==> config.mk <==
export PLATFORM = sky130hd
export DESIGN_NAME = mcu_reset_and_watchdog
export DESIGN_NICKNAME = d
export VERILOG_FILES = /design/src/rw_pkg.sv /design/src/mcu_reset_and_watchdog.sv /design/src/rw_tick_div.sv /design/src/rw_wdg_counter.sv
export SDC_FILE = /design/constraint.sdc
export NUM_CORES = 1
export LEC_CHECK = 0
export ABC_AREA = 1
export BUFFER_PORTS_ARGS = -buffer_cell sky130_fd_sc_hd__buf_2
export CORE_UTILIZATION = 43
export CTS_CLUSTER_DIAMETER = 120
export CTS_CLUSTER_SIZE = 14
export DETAILED_ROUTE_END_ITERATION = 8
export PLACE_DENSITY = 0.74
export SETUP_SLACK_MARGIN = 0.02
export SYNTH_ARGS = -nofsm -noshare
export SYNTH_HDL_FRONTEND = slang
export SYNTH_SLANG_ARGS = --single-unit
==> constraint.sdc <==
create_clock -name core_clk -period 1.4 [get_ports core_clk]
set_input_delay 0.42 -clock core_clk [delete_from_list [all_inputs] [get_ports core_clk]]
set_output_delay 0.42 -clock core_clk [all_outputs]
set_load 0.02 [all_outputs]
==> src/rw_pkg.sv <==
/*
 Shared constants, types and helpers for the reset sequencer and watchdog.
 Assumes a single core clock and AXI4-Lite register access with 32-bit data.
*/
package rw_pkg;

   ////////////////////////////////////////////////////////////////////////////
   // Register map, byte addresses
   localparam logic [7:0]  WDG_CTRL_ADDR = 8'hD8;
   localparam logic [7:0]  STATUS_ADDR   = 8'hDC;
   localparam logic [7:0]  WDG_CTRL_RST  = 8'hFE;
   localparam logic [6:0]  WDG_CNT_RST   = 7'h7F;
   localparam int          ARM_BIT       = 0;
   localparam int          SR_BIT        = 1;
   localparam logic [1:0]  RESP_OKAY     = 2'h0;
   localparam logic [1:0]  RESP_SLVERR   = 2'h2;

   ////////////////////////////////////////////////////////////////////////////
   // Timing
   localparam int          WDG_DIV       = 12;
   localparam int          STAB_CYCLES   = 2048;
   localparam logic [3:0]  PULSE_HOLD    = 4'h8;
   localparam logic [11:0] RESET_VECTOR  = 12'hFFE;

   ////////////////////////////////////////////////////////////////////////////
   // Types
   typedef enum logic [1:0] {ST_HOLD, ST_STAB, ST_INIT, ST_RUN} seq_state_t;

   typedef struct packed {
      logic porActive;
      logic belowFallRef;
      logic belowRiseRef;
      logic oscRunning;
   } supply_t;

   typedef struct packed {
      logic stopReq;
      logic waitReq;
      logic irqWake;
      logic intReturn;
      logic irqPending;
   } cpu_evt_t;

   typedef struct packed {
      logic coreReset;
      logic ioPullup;
      logic oscStart;
      logic arTimerStop;
      logic pcLoad;
      logic stackClear;
      logic nmiMode;
      logic serviceIrq;
      logic nextSeq;
      logic stopMode;
      logic waitMode;
   } core_ctl_t;

   typedef struct packed {
      logic causeWdg;
      logic causeLvd;
      logic causePor;
      logic causePin;
      logic waitMode;
      logic stopMode;
      logic nmiMode;
      logic wdgArmed;
   } status_t;

   ////////////////////////////////////////////////////////////////////////////
   // Register bits run opposite to the physical down-counter
   function automatic logic [5:0] rev6(input logic [5:0] v);
      rev6 = {v[0], v[1], v[2], v[3], v[4], v[5]};
   endfunction

endpackage

==> src/mcu_reset_and_watchdog.sv <==
/*
 Reset sequencer and digital watchdog with an AXI4-Lite register slave.
 Assumes supply and oscillator status arrive as synchronous levels and CPU
 events as one-cycle pulses; the external reset pin is an open-drain line.
*/
// Our own choice: the AXI4-Lite interface to the registers.
`timescale 1ns/10ps
module mcu_reset_and_watchdog #(
   parameter int StabCycles = rw_pkg::STAB_CYCLES,
   parameter bit HwActivate = 1'b0,
   parameter bit ExtStopCtl = 1'b0,
   parameter bit LvdEnable  = 1'b1
) (
   // Clock and reset
   input  wire logic            core_clk,
   input  wire logic            srst,
   // AXI4-Lite write
   input  wire logic            awvalid,
   output logic                 awready,
   input  wire logic [7:0]      awaddr,
   input  wire logic            wvalid,
   output logic                 wready,
   input  wire logic [31:0]     wdata,
   input  wire logic [3:0]      wstrb,
   output logic                 bvalid,
   input  wire logic            bready,
   output logic [1:0]           bresp,
   // AXI4-Lite read
   input  wire logic            arvalid,
   output logic                 arready,
   input  wire logic [7:0]      araddr,
   output logic                 rvalid,
   input  wire logic            rready,
   output logic [31:0]          rdata,
   output logic [1:0]           rresp,
   // Reset pin, open drain
   input  wire logic            extRstInN,
   output logic                 extRstOutN,
   output logic                 extRstOe,
   // Supply, oscillator and NMI
   input  wire rw_pkg::supply_t supply,
   input  wire logic            nmiPin,
   // Core side
   input  wire rw_pkg::cpu_evt_t cpuEvt,
   output rw_pkg::core_ctl_t    coreCtl,
   output logic [11:0]          pcVector
);
   localparam int SW = $clog2(StabCycles + 1);

   ////////////////////////////////////////////////////////////////////////////
   // Declarations
   rw_pkg::seq_state_t state_r;
   rw_pkg::seq_state_t state_nxt;
   logic [SW-1:0]      stabCnt_r;
   logic               pinMeta_r;
   logic               pinSync_r;
   logic               lvdHold_r;
   logic [3:0]         pulseCnt_r;
   logic [3:0]         cause_r;
   logic               nmiMode_r;
   logic               stop_r;
   logic               wait_r;
   logic               serviceIrq_r;
   logic               nextSeq_r;
   logic               bvalid_r;
   logic [1:0]         bresp_r;
   logic               rvalid_r;
   logic [31:0]        rdata_r;
   logic [1:0]         rresp_r;
   logic               wdgTick;
   logic [7:0]         wdgReg;
   logic               wdgArmed;
   logic               wdgFire;
   logic               softFire;
   rw_pkg::status_t    status;

   ////////////////////////////////////////////////////////////////////////////
   // Reset sources
   wire logic pinLow    = ~pinSync_r;
   wire logic pulseHold = (pulseCnt_r != 4'h0) | wdgFire | softFire;
   wire logic intHold   = supply.porActive | lvdHold_r | (pulseCnt_r != 4'h0);
   wire logic anySrc    = pinLow | supply.porActive | lvdHold_r | pulseHold;
   wire logic [3:0] srcVec = {wdgFire | softFire | (pulseCnt_r != 4'h0),
                              lvdHold_r, supply.porActive, pinLow};
   wire logic stHold    = (state_r == rw_pkg::ST_HOLD);
   wire logic stStab    = (state_r == rw_pkg::ST_STAB);
   wire logic stInit    = (state_r == rw_pkg::ST_INIT);
   wire logic stRun     = (state_r == rw_pkg::ST_RUN);
   wire logic devRst    = stHold | stStab;
   wire logic enterHold = anySrc & ~stHold;

   assign extRstOutN = 1'b0;
   assign extRstOe   = intHold;

   always_ff @(posedge core_clk) begin
      if (srst) begin
         pinMeta_r <= 1'b1;
         pinSync_r <= 1'b1;
      end else begin
         pinMeta_r <= extRstInN;
         pinSync_r <= pinMeta_r;
      end
   end

   always_ff @(posedge core_clk) begin
      if (srst) begin
         lvdHold_r <= LvdEnable;
      end else if (!LvdEnable) begin
         lvdHold_r <= 1'b0;
      end else if (supply.belowFallRef) begin
         lvdHold_r <= 1'b1;
      end else if (!supply.belowRiseRef) begin
         lvdHold_r <= 1'b0;
      end
   end

   always_ff @(posedge core_clk) begin
      if (srst) begin
         pulseCnt_r <= 4'h0;
      end else if (wdgFire || softFire) begin
         pulseCnt_r <= rw_pkg::PULSE_HOLD;
      end else if (pulseCnt_r != 4'h0) begin
         pulseCnt_r <= pulseCnt_r - 4'h1;
      end
   end

   ////////////////////////////////////////////////////////////////////////////
   // Sequencer
   always_comb begin
      state_nxt = state_r;
      case (state_r)
         rw_pkg::ST_HOLD: begin
            if (!anySrc && supply.oscRunning) begin
               state_nxt = rw_pkg::ST_STAB;
            end
         end
         rw_pkg::ST_STAB: begin
            if (anySrc) begin
               state_nxt = rw_pkg::ST_HOLD;
            end else if (stabCnt_r == '0) begin
               state_nxt = rw_pkg::ST_INIT;
            end
         end
         rw_pkg::ST_INIT: begin
            state_nxt = anySrc ? rw_pkg::ST_HOLD : rw_pkg::ST_RUN;
         end
         rw_pkg::ST_RUN: begin
            if (anySrc) begin
               state_nxt = rw_pkg::ST_HOLD;
            end
         end
         default: begin
            state_nxt = rw_pkg::ST_HOLD;
         end
      endcase
   end

   always_ff @(posedge core_clk) begin
      if (srst) begin
         state_r   <= rw_pkg::ST_HOLD;
         stabCnt_r <= SW'(StabCycles - 1);
      end else begin
         state_r <= state_nxt;
         if (stHold) begin
            stabCnt_r <= SW'(StabCycles - 1);
         end else if (stStab && stabCnt_r != '0) begin
            stabCnt_r <= stabCnt_r - SW'(1);
         end
      end
   end

   always_ff @(posedge core_clk) begin
      if (srst) begin
         cause_r <= 4'h0;
      end else if (enterHold) begin
         cause_r <= srcVec;
      end else if (stHold) begin
         cause_r <= cause_r | srcVec;
      end
   end

   ////////////////////////////////////////////////////////////////////////////
   // Core modes
   wire logic stopOk = ~wdgArmed | (ExtStopCtl & nmiPin);

   always_ff @(posedge core_clk) begin
      if (srst || !stRun) begin
         stop_r <= 1'b0;
         wait_r <= 1'b0;
      end else if (cpuEvt.irqWake) begin
         stop_r <= 1'b0;
         wait_r <= 1'b0;
      end else if (cpuEvt.stopReq && !stop_r && !wait_r) begin
         stop_r <= stopOk;
         wait_r <= ~stopOk;
      end else if (cpuEvt.waitReq && !stop_r) begin
         wait_r <= 1'b1;
      end
   end

   always_ff @(posedge core_clk) begin
      if (srst || !stRun) begin
         nmiMode_r    <= 1'b1;
         serviceIrq_r <= 1'b0;
         nextSeq_r    <= 1'b0;
      end else begin
         serviceIrq_r <= cpuEvt.intReturn & nmiMode_r & cpuEvt.irqPending;
         nextSeq_r    <= cpuEvt.intReturn & nmiMode_r & ~cpuEvt.irqPending;
         if (cpuEvt.intReturn) begin
            nmiMode_r <= 1'b0;
         end
      end
   end

   assign coreCtl.coreReset   = devRst;
   assign coreCtl.ioPullup    = devRst;
   assign coreCtl.oscStart    = stHold;
   assign coreCtl.arTimerStop = devRst | stInit;
   assign coreCtl.pcLoad      = stInit;
   assign coreCtl.stackClear  = stInit;
   assign coreCtl.nmiMode     = nmiMode_r;
   assign coreCtl.serviceIrq  = serviceIrq_r;
   assign coreCtl.nextSeq     = nextSeq_r;
   assign coreCtl.stopMode    = stop_r;
   assign coreCtl.waitMode    = wait_r;
   assign pcVector            = rw_pkg::RESET_VECTOR;

   ////////////////////////////////////////////////////////////////////////////
   // Watchdog
   rw_tick_div #(
      .Div (rw_pkg::WDG_DIV)
   ) uDiv (
      .clk  (core_clk),
      .srst (srst),
      .tick (wdgTick)
   );

   wire logic wrFire  = awvalid & wvalid & ~bvalid_r;
   wire logic wrWdg   = wrFire & (awaddr == rw_pkg::WDG_CTRL_ADDR) & wstrb[0];
   wire logic wrMap   = (awaddr == rw_pkg::WDG_CTRL_ADDR) | (awaddr == rw_pkg::STATUS_ADDR);
   wire logic rdFire  = arvalid & ~rvalid_r;
   wire logic rdWdg   = (araddr == rw_pkg::WDG_CTRL_ADDR);
   wire logic rdStat  = (araddr == rw_pkg::STATUS_ADDR);

   rw_wdg_counter #(
      .HwActivate (HwActivate)
   ) uWdg (
      .clk      (core_clk),
      .srst     (srst),
      .devRst   (devRst),
      .tick     (wdgTick),
      .freeze   (stop_r),
      .wrEn     (wrWdg),
      .wrData   (wdata[7:0]),
      .regVal   (wdgReg),
      .armed    (wdgArmed),
      .wdgFire  (wdgFire),
      .softFire (softFire)
   );

   ////////////////////////////////////////////////////////////////////////////
   // AXI4-Lite slave
   assign status  = '{causeWdg: cause_r[3], causeLvd: cause_r[2], causePor: cause_r[1],
                      causePin: cause_r[0], waitMode: wait_r, stopMode: stop_r,
                      nmiMode: nmiMode_r, wdgArmed: wdgArmed};
   assign awready = wrFire;
   assign wready  = wrFire;
   assign arready = ~rvalid_r;
   assign bvalid  = bvalid_r;
   assign bresp   = bresp_r;
   assign rvalid  = rvalid_r;
   assign rdata   = rdata_r;
   assign rresp   = rresp_r;

   always_ff @(posedge core_clk) begin
      if (srst) begin
         bvalid_r <= 1'b0;
         bresp_r  <= rw_pkg::RESP_OKAY;
      end else if (wrFire) begin
         bvalid_r <= 1'b1;
         bresp_r  <= wrMap ? rw_pkg::RESP_OKAY : rw_pkg::RESP_SLVERR;
      end else if (bready) begin
         bvalid_r <= 1'b0;
      end
   end

   always_ff @(posedge core_clk) begin
      if (srst) begin
         rvalid_r <= 1'b0;
         rdata_r  <= 32'h0000_0000;
         rresp_r  <= rw_pkg::RESP_OKAY;
      end else if (rdFire) begin
         rvalid_r <= 1'b1;
         rdata_r  <= rdWdg ? {24'h00_0000, wdgReg} :
                     rdStat ? {24'h00_0000, status} : 32'h0000_0000;
         rresp_r  <= (rdWdg | rdStat) ? rw_pkg::RESP_OKAY : rw_pkg::RESP_SLVERR;
      end else if (rready) begin
         rvalid_r <= 1'b0;
      end
   end
endmodule

==> src/rw_tick_div.sv <==
/*
 Divider producing a one-cycle enable pulse every Div core cycles.
 Assumes a synchronous active-high reset.
*/
`timescale 1ns/10ps
module rw_tick_div #(
   parameter int Div = rw_pkg::WDG_DIV
) (
   // Clock and reset
   input  wire logic clk,
   input  wire logic srst,
   // Divided enable
   output logic      tick
);
   localparam int CW = $clog2(Div);
   logic [CW-1:0] cnt_r;
   wire  logic    wrap = (cnt_r == CW'(Div - 1));

   assign tick = wrap;

   always_ff @(posedge clk) begin
      if (srst) begin
         cnt_r <= '0;
      end else begin
         cnt_r <= wrap ? '0 : cnt_r + CW'(1);
      end
   end
endmodule

==> src/rw_wdg_counter.sv <==
/*
 Watchdog down-counter and its control register image.
 Assumes tick is a one-cycle enable and devRst holds while the device is reset.
*/
`timescale 1ns/10ps
module rw_wdg_counter #(
   parameter bit HwActivate = 1'b0
) (
   // Clock and reset
   input  wire logic       clk,
   input  wire logic       srst,
   input  wire logic       devRst,
   // Count control
   input  wire logic       tick,
   input  wire logic       freeze,
   // Register write
   input  wire logic       wrEn,
   input  wire logic [7:0] wrData,
   // Results
   output logic [7:0]      regVal,
   output logic            armed,
   output logic            wdgFire,
   output logic            softFire
);
   logic [6:0] cnt_r;
   logic [6:0] cnt_nxt;
   logic       armed_r;
   logic       armed_nxt;

   wire logic [6:0] wrCnt   = {wrData[rw_pkg::SR_BIT], rw_pkg::rev6(wrData[7:2])};
   wire logic       countEn = tick & ~freeze & ~devRst;
   wire logic [6:0] decCnt  = cnt_r - 7'h01;

   assign armed_nxt = HwActivate | armed_r | (wrEn & wrData[rw_pkg::ARM_BIT]);
   assign cnt_nxt   = wrEn ? wrCnt : (countEn ? decCnt : cnt_r);
   assign wdgFire   = armed_r & countEn & ~wrEn & cnt_r[6] & ~decCnt[6];
   assign softFire  = wrEn & armed_nxt & ~wrData[rw_pkg::SR_BIT] & ~devRst;
   assign regVal    = {rw_pkg::rev6(cnt_r[5:0]), cnt_r[6], armed_r};
   assign armed     = armed_r;

   always_ff @(posedge clk) begin
      if (srst || devRst) begin
         cnt_r   <= rw_pkg::WDG_CNT_RST;
         armed_r <= HwActivate;
      end else begin
         cnt_r   <= cnt_nxt;
         armed_r <= armed_nxt;
      end
   end
endmodule

==> results of run 1 <==
==> repair_timing <==
item,in CTS,in global routing
endpoints found under the setup margin,37,42
setup buffers,13,10
endpoints found under the hold margin,0,0
gates resized for setup,75,78
pin swaps,24,38
==> final cells by class <==
type	instances	area, um^2
tap	80	100
timing repair buffer	138	992
clock buffer	7	86.3
multi-input combinational	267	1780
fill	579	2430
clock inverter	1	5.00
inverter	64	255
sequential	54	1100
==> where the power goes <==
part	internal [mW]	switching (mW)	total, mW	leakage, nW
logic	0.478	0.566	1.04	1.59
registers	1.63	0.0616	1.69	0.443
clock network	0.400	0.495	0.895	0.0482
==> critical path, delay by kind of cell, from the launching register on <==
kind            cells  cell delay, ps
fa+ha+maj           1             150
simple gates        7             940
flops               1             360
buf+inv             1              80
compound gates      1              60
==> flip-flops by register name (all words and copies together) (netlist names), 2 cells and up <==
signal,count
rdata,8
cause_r,4
pulseCnt_r,4
uWdg.cnt_r,7
state_r,2
stabCnt_r,12
uDiv.cnt_r,4
==> cells in the final DEF, fill, tap and decap left out, types with 12 or more instances in the layout <==
master | Yosys | layout
o211ai_1 | 17 | 17
buf_6 | 0 | 21
buf_2 | 0 | 59
buf_4 | 50 | 56
inv_1 | 60 | 42
nand3_1 | 24 | 18
nand2_1 | 58 | 37
nor2_4 | 2 | 12
conb_1 | 2 | 39
nor2_1 | 37 | 25
dfxtp_1 | 54 | 41
inv_2 | 2 | 17
nand2_2 | 6 | 22
==> per-stage QoR <==
stage                     hold slack [ps]  setup WS, ps  total power, mW  TNS (ps)  area, um^2
after floorplan                       389         -63.2             2.28      -278        3160
after global placement                396          -215             2.47     -2720        3600
after detailed placement              399          -235             2.50     -3720        3600
after CTS                             280          -207             3.53     -1090        4010
after global routing                  274          -394             3.82     -6150        4320
final                                 287          -288             3.63     -3560        4320
==> kinds of logic (layout without fill, tap and decap cells) <==
group | count (synthesis) | in the layout | share of synthesized area
XOR/XNOR | 8 | 8 | 0.0234
AND/OR/NAND/NOR | 154 | 154 | 0.252
buffers and inverters | 117 | 210 | 0.211
flip-flops | 54 | 54 | 0.362
AO/OA/AOI/OAI | 61 | 61 | 0.129
adder cells (fa/ha/maj) | 5 | 5 | 0.0209
other | 2 | 39 | 0.00251
==> layer usage <==
metal / vias up / global-route usage / wire length [um]
met1: 1382 / 0.231 / 3190
li1: 1466 / - / -
met3: 11 / 0.0370 / 309
met4: 0 / 0.0636 / 117
met2: 82 / 0.355 / 4180
met5: - / 0 / 0
==> worst paths after layout <==
kind,cells past startpoint,end
setup / recovery,10,cause_r[2]
setup reg to reg,10,cause_r[2]
hold / removal,2,nextSeq_r
hold reg to reg,1,pinSync_r
==> metrics.yaml, run 1 <==
synth-seq-cells: 54
avgSynthCellArea_um2: 7.45
yosys.area.top_type: "dfxtp_1"
firstDrtPassIters: 4
crit_type: "flip-flop to flip-flop"
via_per_inst: 4.81
cts_hold_buf: 0
grt_max_degree: 19
drtIter0Drc: 136
final_layout_size_suffix_gt1_frac: 0.501
synthTopCellsByCount: "inv_1, nand2_1, dfxtp_1"
crit_arrival_ps: 1890
grt_pass1_wl_um: 11400
crit_slowest_cell: "dfxtp_2"
place_congestion: 0.870
drc: 0
clk_pin_slew_ps: 90
num_vias: 2941
cts_root_buffer: "clkbuf_8"
grt_pass1_vias: 2662
end_kind: "flip-flop"
crit_path_start_kind: "flip-flop"
layoutNonFillerInstCount: 611
maxSlewViolCount: 0
cts.htree.levels: 2
r2r-start: "uDiv.cnt_r[0]"
place.detailed.hpwl_um: 5210
path_cells: "ha_4, nand3_4, nor3_4, nand4_2, nand2_2, inv_2, nand2_2, nand2_4, nand2_2, a21oi_1"
postSynthCellCount: 401
synth_ff_type: "dfxtp_1"
async_reset_ff_frac: 0
setup_slack_ps: -288
synth.distinct_cells: 39
fin_crit_sh: 1.21
wl_per_cell_um: 12.8
crit_path_max_fanout: 4
die_h_um: 85.4
violations: "setup timing"
synth_edf_count: 0
worstHoldStart: "cpuEvt[0]"
ant_nets: 0
syn_area_um2: 2990
yosys_warnings: 0
cpPeakStageDelay_ps: 360
ir_drop_mv: 0.555
pin_count: 136
status: "finished with violations"
rows: 30
min_period_ps: 1690
chipWidth_um: 85.4
synth_top_area_frac: 0.362
post-place-cells: 581
start_util: 0.442
fin_skew_ps: 7.72
leakagePower_nw: 2.08
hold_violations: 0
grt_antenna_before_repair: 0
synth_area_leaders: "dfxtp_1, buf_4, inv_1, nand2_1, nor2_1"
fmax_mhz: 593
nets: 605
core_um2: 6760
dieArea_um2: 7290
setup_viol_count_final: 31
port-buffer-count: 68
worst_ep_required_time_ps: 1610
r2r_setup_slack_ps: -290
clk_latency_ps: 310
clockBufferDepth: 2
cp_common_cell: "nand2_2"
fin_util: 0.640
max_cap_violations: 0
clock-sinks: 54
p_per_area_nw_per_um2: 840
yosysSeqAreaShare: 0.362
yosysMostFrequentCell: "inv_1"
diodes: 0
track_usage: 0.195
rsz0062_at_grt: "yes"
drt-total-wl_um: 7800
area_delta_synth_final_pct: 44.7
hold_class: "primary input to flip-flop"
cts_tree: "done"
crit_start: "uDiv.cnt_r[0]"
numCtsBuffers: 5
grt-ovfl-total: 0
Power figures use the tool's default switching activity.
==> run 2, diff against run 1 <==
==> constraint.sdc (replaced) <==
create_clock -name core_clk -period 1.4 [get_ports core_clk]
set_input_delay 0 -clock core_clk [delete_from_list [all_inputs] [get_ports core_clk]]
set_output_delay 0 -clock core_clk [all_outputs]
set_load 0.02 [all_outputs]
==> metrics.yaml, run 2 (synthesized netlist as in run 1, its figures left out) <==
grt_max_degree: 18  # -1
place_congestion: 0.870  # about the same
clockBufferDepth: 2  # unchanged
ant_nets: 0  # unchanged
top_layer_used: "met4"
max_cap_violations: 0  # unchanged
fin_crit_sh: 1.10  # -0.103
leakagePower_nw: 2.03  # -2.2%
numCtsBuffers: 5  # unchanged
crit_path_max_fanout: 4  # unchanged
nets: 608  # +0.50%
worst_ep_required_time_ps: 1600  # about the same
hold_violations: 1  # +1
cts_tree: "done"
min_period_ps: 1540  # -145 ps
grt-ovfl-total: 0  # unchanged
final_cell_mix: "buf_2, buf_4, nand2_1"
grt_pass1_vias: 2656  # -0.23%
maxSlewViolCount: 0  # unchanged
violations: "hold timing, setup timing"
dieArea_um2: 7290  # unchanged
holdWs_ps: -13.4  # -301 ps
drc: 0  # unchanged
slew_headroom: 0.654
num_vias: 2893  # -1.6%
r2r_setup_slack_ps: -140  # +140 ps
p_per_area_nw_per_um2: 907  # +8.0%
crit_path_start_kind: "flip-flop"
p_sw_frac: 0.300  # -0.00922
area_delta_synth_final_pct: 38.7
p_switching_mw: 1.13  # +0.47%
wl_met3_um: 354  # +15%
crit_arrival_ps: 1740  # -150 ps
ir_drop_mv: 0.579  # +4.3%
final_common_cell: "buf_2"
dr_wl_met2_um: 3520  # -16%
diodes: 0  # unchanged
rows: 30  # unchanged
drtIter0Drc: 80  # -41%
combPwrFrac: 0.269  # -0.019
layoutNonFillerInstCount: 614  # +0.49%
core_um2: 6760  # unchanged
cts.htree.levels: 2  # unchanged
port-buffer-count: 68  # unchanged
via_per_inst: 4.71  # -2.1%
min_to: "uWdg.armed"
internal_power_mw: 2.63  # +4.9%
place.detailed.hpwl_um: 5150  # -1.2%
clock-sinks: 54  # unchanged
end_kind: "flip-flop"
worst_pin_slew_ps: 519
whs_path_depth: 3  # +1
track_usage: 0.197  # +0.00152
grt_pass1_wl_um: 11400  # +0.36%
post-place-ws_ps: -119  # +116 ps
rsz0062_at_grt: "yes"
wl_per_cell_um: 11.4  # -10%
clk_pin_slew_ps: 100  # about the same
crit_start: "stabCnt_r[0]"
drt-total-wl_um: 7030  # -9.8%
crit_type: "flip-flop to flip-flop"
grt_antenna_before_repair: 0  # unchanged
pwr-share-clk: 0.282  # +0.035
fmax_mhz: 648  # +9.4%
r2r-start: "stabCnt_r[0]"
setup_slack_ps: -143  # +145 ps
start_util: 0.442  # unchanged
met1Wirelength_um: 3040  # -4.6%
setup_tns_ps: -710  # +2850 ps
reg2reg_depth: 11  # +1
chipWidth_um: 85.4  # unchanged
status: "finished with violations"
hold_class: "primary input to flip-flop"
firstDrtPassIters: 4  # unchanged
cts_root_buffer: "clkbuf_8"
top_register: "stabCnt_r"
largest_reg_flops: 12  # unchanged
post-place-cells: 579  # -0.34%
seq_power_share: 0.449  # -0.017
pin_count: 136  # unchanged
fin_skew_ps: 8.12  # +0.406 ps
setup_viol_count_final: 13  # -58%
worstHoldStart: "wdata[0]"
die_h_um: 85.4  # unchanged
final_layout_size_suffix_gt1_frac: 0.412  # -0.0890
r2r_end: "stabCnt_r[7]"
clk_latency_ps: 320  # about the same
==> run 2: power groups by stage <==
stage          registers (mW)  logic, mW  clock network, mW
3_3_place_gp             1.72      0.757                  0
6_report                 1.69       1.01               1.06
3_5_place_dp             1.72      0.780                  0
4_1_cts                  1.69      0.933               1.08
5_1_grt                  1.70       1.11               1.16
2_1_floorplan            1.74      0.545                  0
==> run 2: final cells by class <==
| cell class | instances | area [um^2] |
|---|---|---|
| multi-input cells | 267 | 1630 |
| repair buffers | 141 | 952 |
| fillers | 564 | 2610 |
| well taps | 80 | 100 |
| flip-flops and latches | 54 | 1100 |
| clock inverters | 3 | 45.0 |
| clock buffers | 5 | 68.8 |
| inverters | 64 | 248 |
==> run 2: stage by stage <==
step,cell area [um^2],power [mW],utilization
after floorplan,3180,2.28,-
after global placement,3570,2.47,0.529
after detailed placement,3570,2.50,0.529
after CTS,3970,3.70,0.588
after global routing,4150,3.96,0.614
final,4150,3.76,0.614
==> run 2: critical path, cell delays in order, from the launching register on <==
cell	delay (ps)
dfxtp_4	380
inv_4	40
ha_4	160
inv_4	50
nor2_4	30
nand2_2	70
nand2_2	70
nand2_4	80
buf_4	100
nand4_1	130
o21ai_0	220
nand3_1	90
==> run 2: worst max-delay path by stage <==
stage / cells past startpoint / to / slack, ps
2_1_floorplan: 12 / stabCnt_r[9] / -50
3_3_place_gp: 12 / stabCnt_r[9] / -70
3_5_place_dp: 12 / stabCnt_r[9] / -120
4_1_cts: 12 / stabCnt_r[9] / -60
5_1_grt: 12 / stabCnt_r[9] / -220
6_report: 11 / stabCnt_r[7] / -140
==> run 2: per-layer routing <==
layer | global-route usage | vias up
li1 | - | 1474
met1 | 0.242 | 1312
met2 | 0.348 | 94
met3 | 0.0350 | 13
met4 | 0.0636 | 0
met5 | 0 | -
==> run 2: timing repair <==
| item | in CTS | in global routing |
|---|---|---|
| pin swaps | 9 | 6 |
| buffers inserted | 5 | 5 |
| gates resized for setup | 27 | 46 |
| hold buffers | 17 | 0 |
| endpoints found under the hold margin | 17 | 0 |
| endpoints found under the setup margin | 23 | 32 |
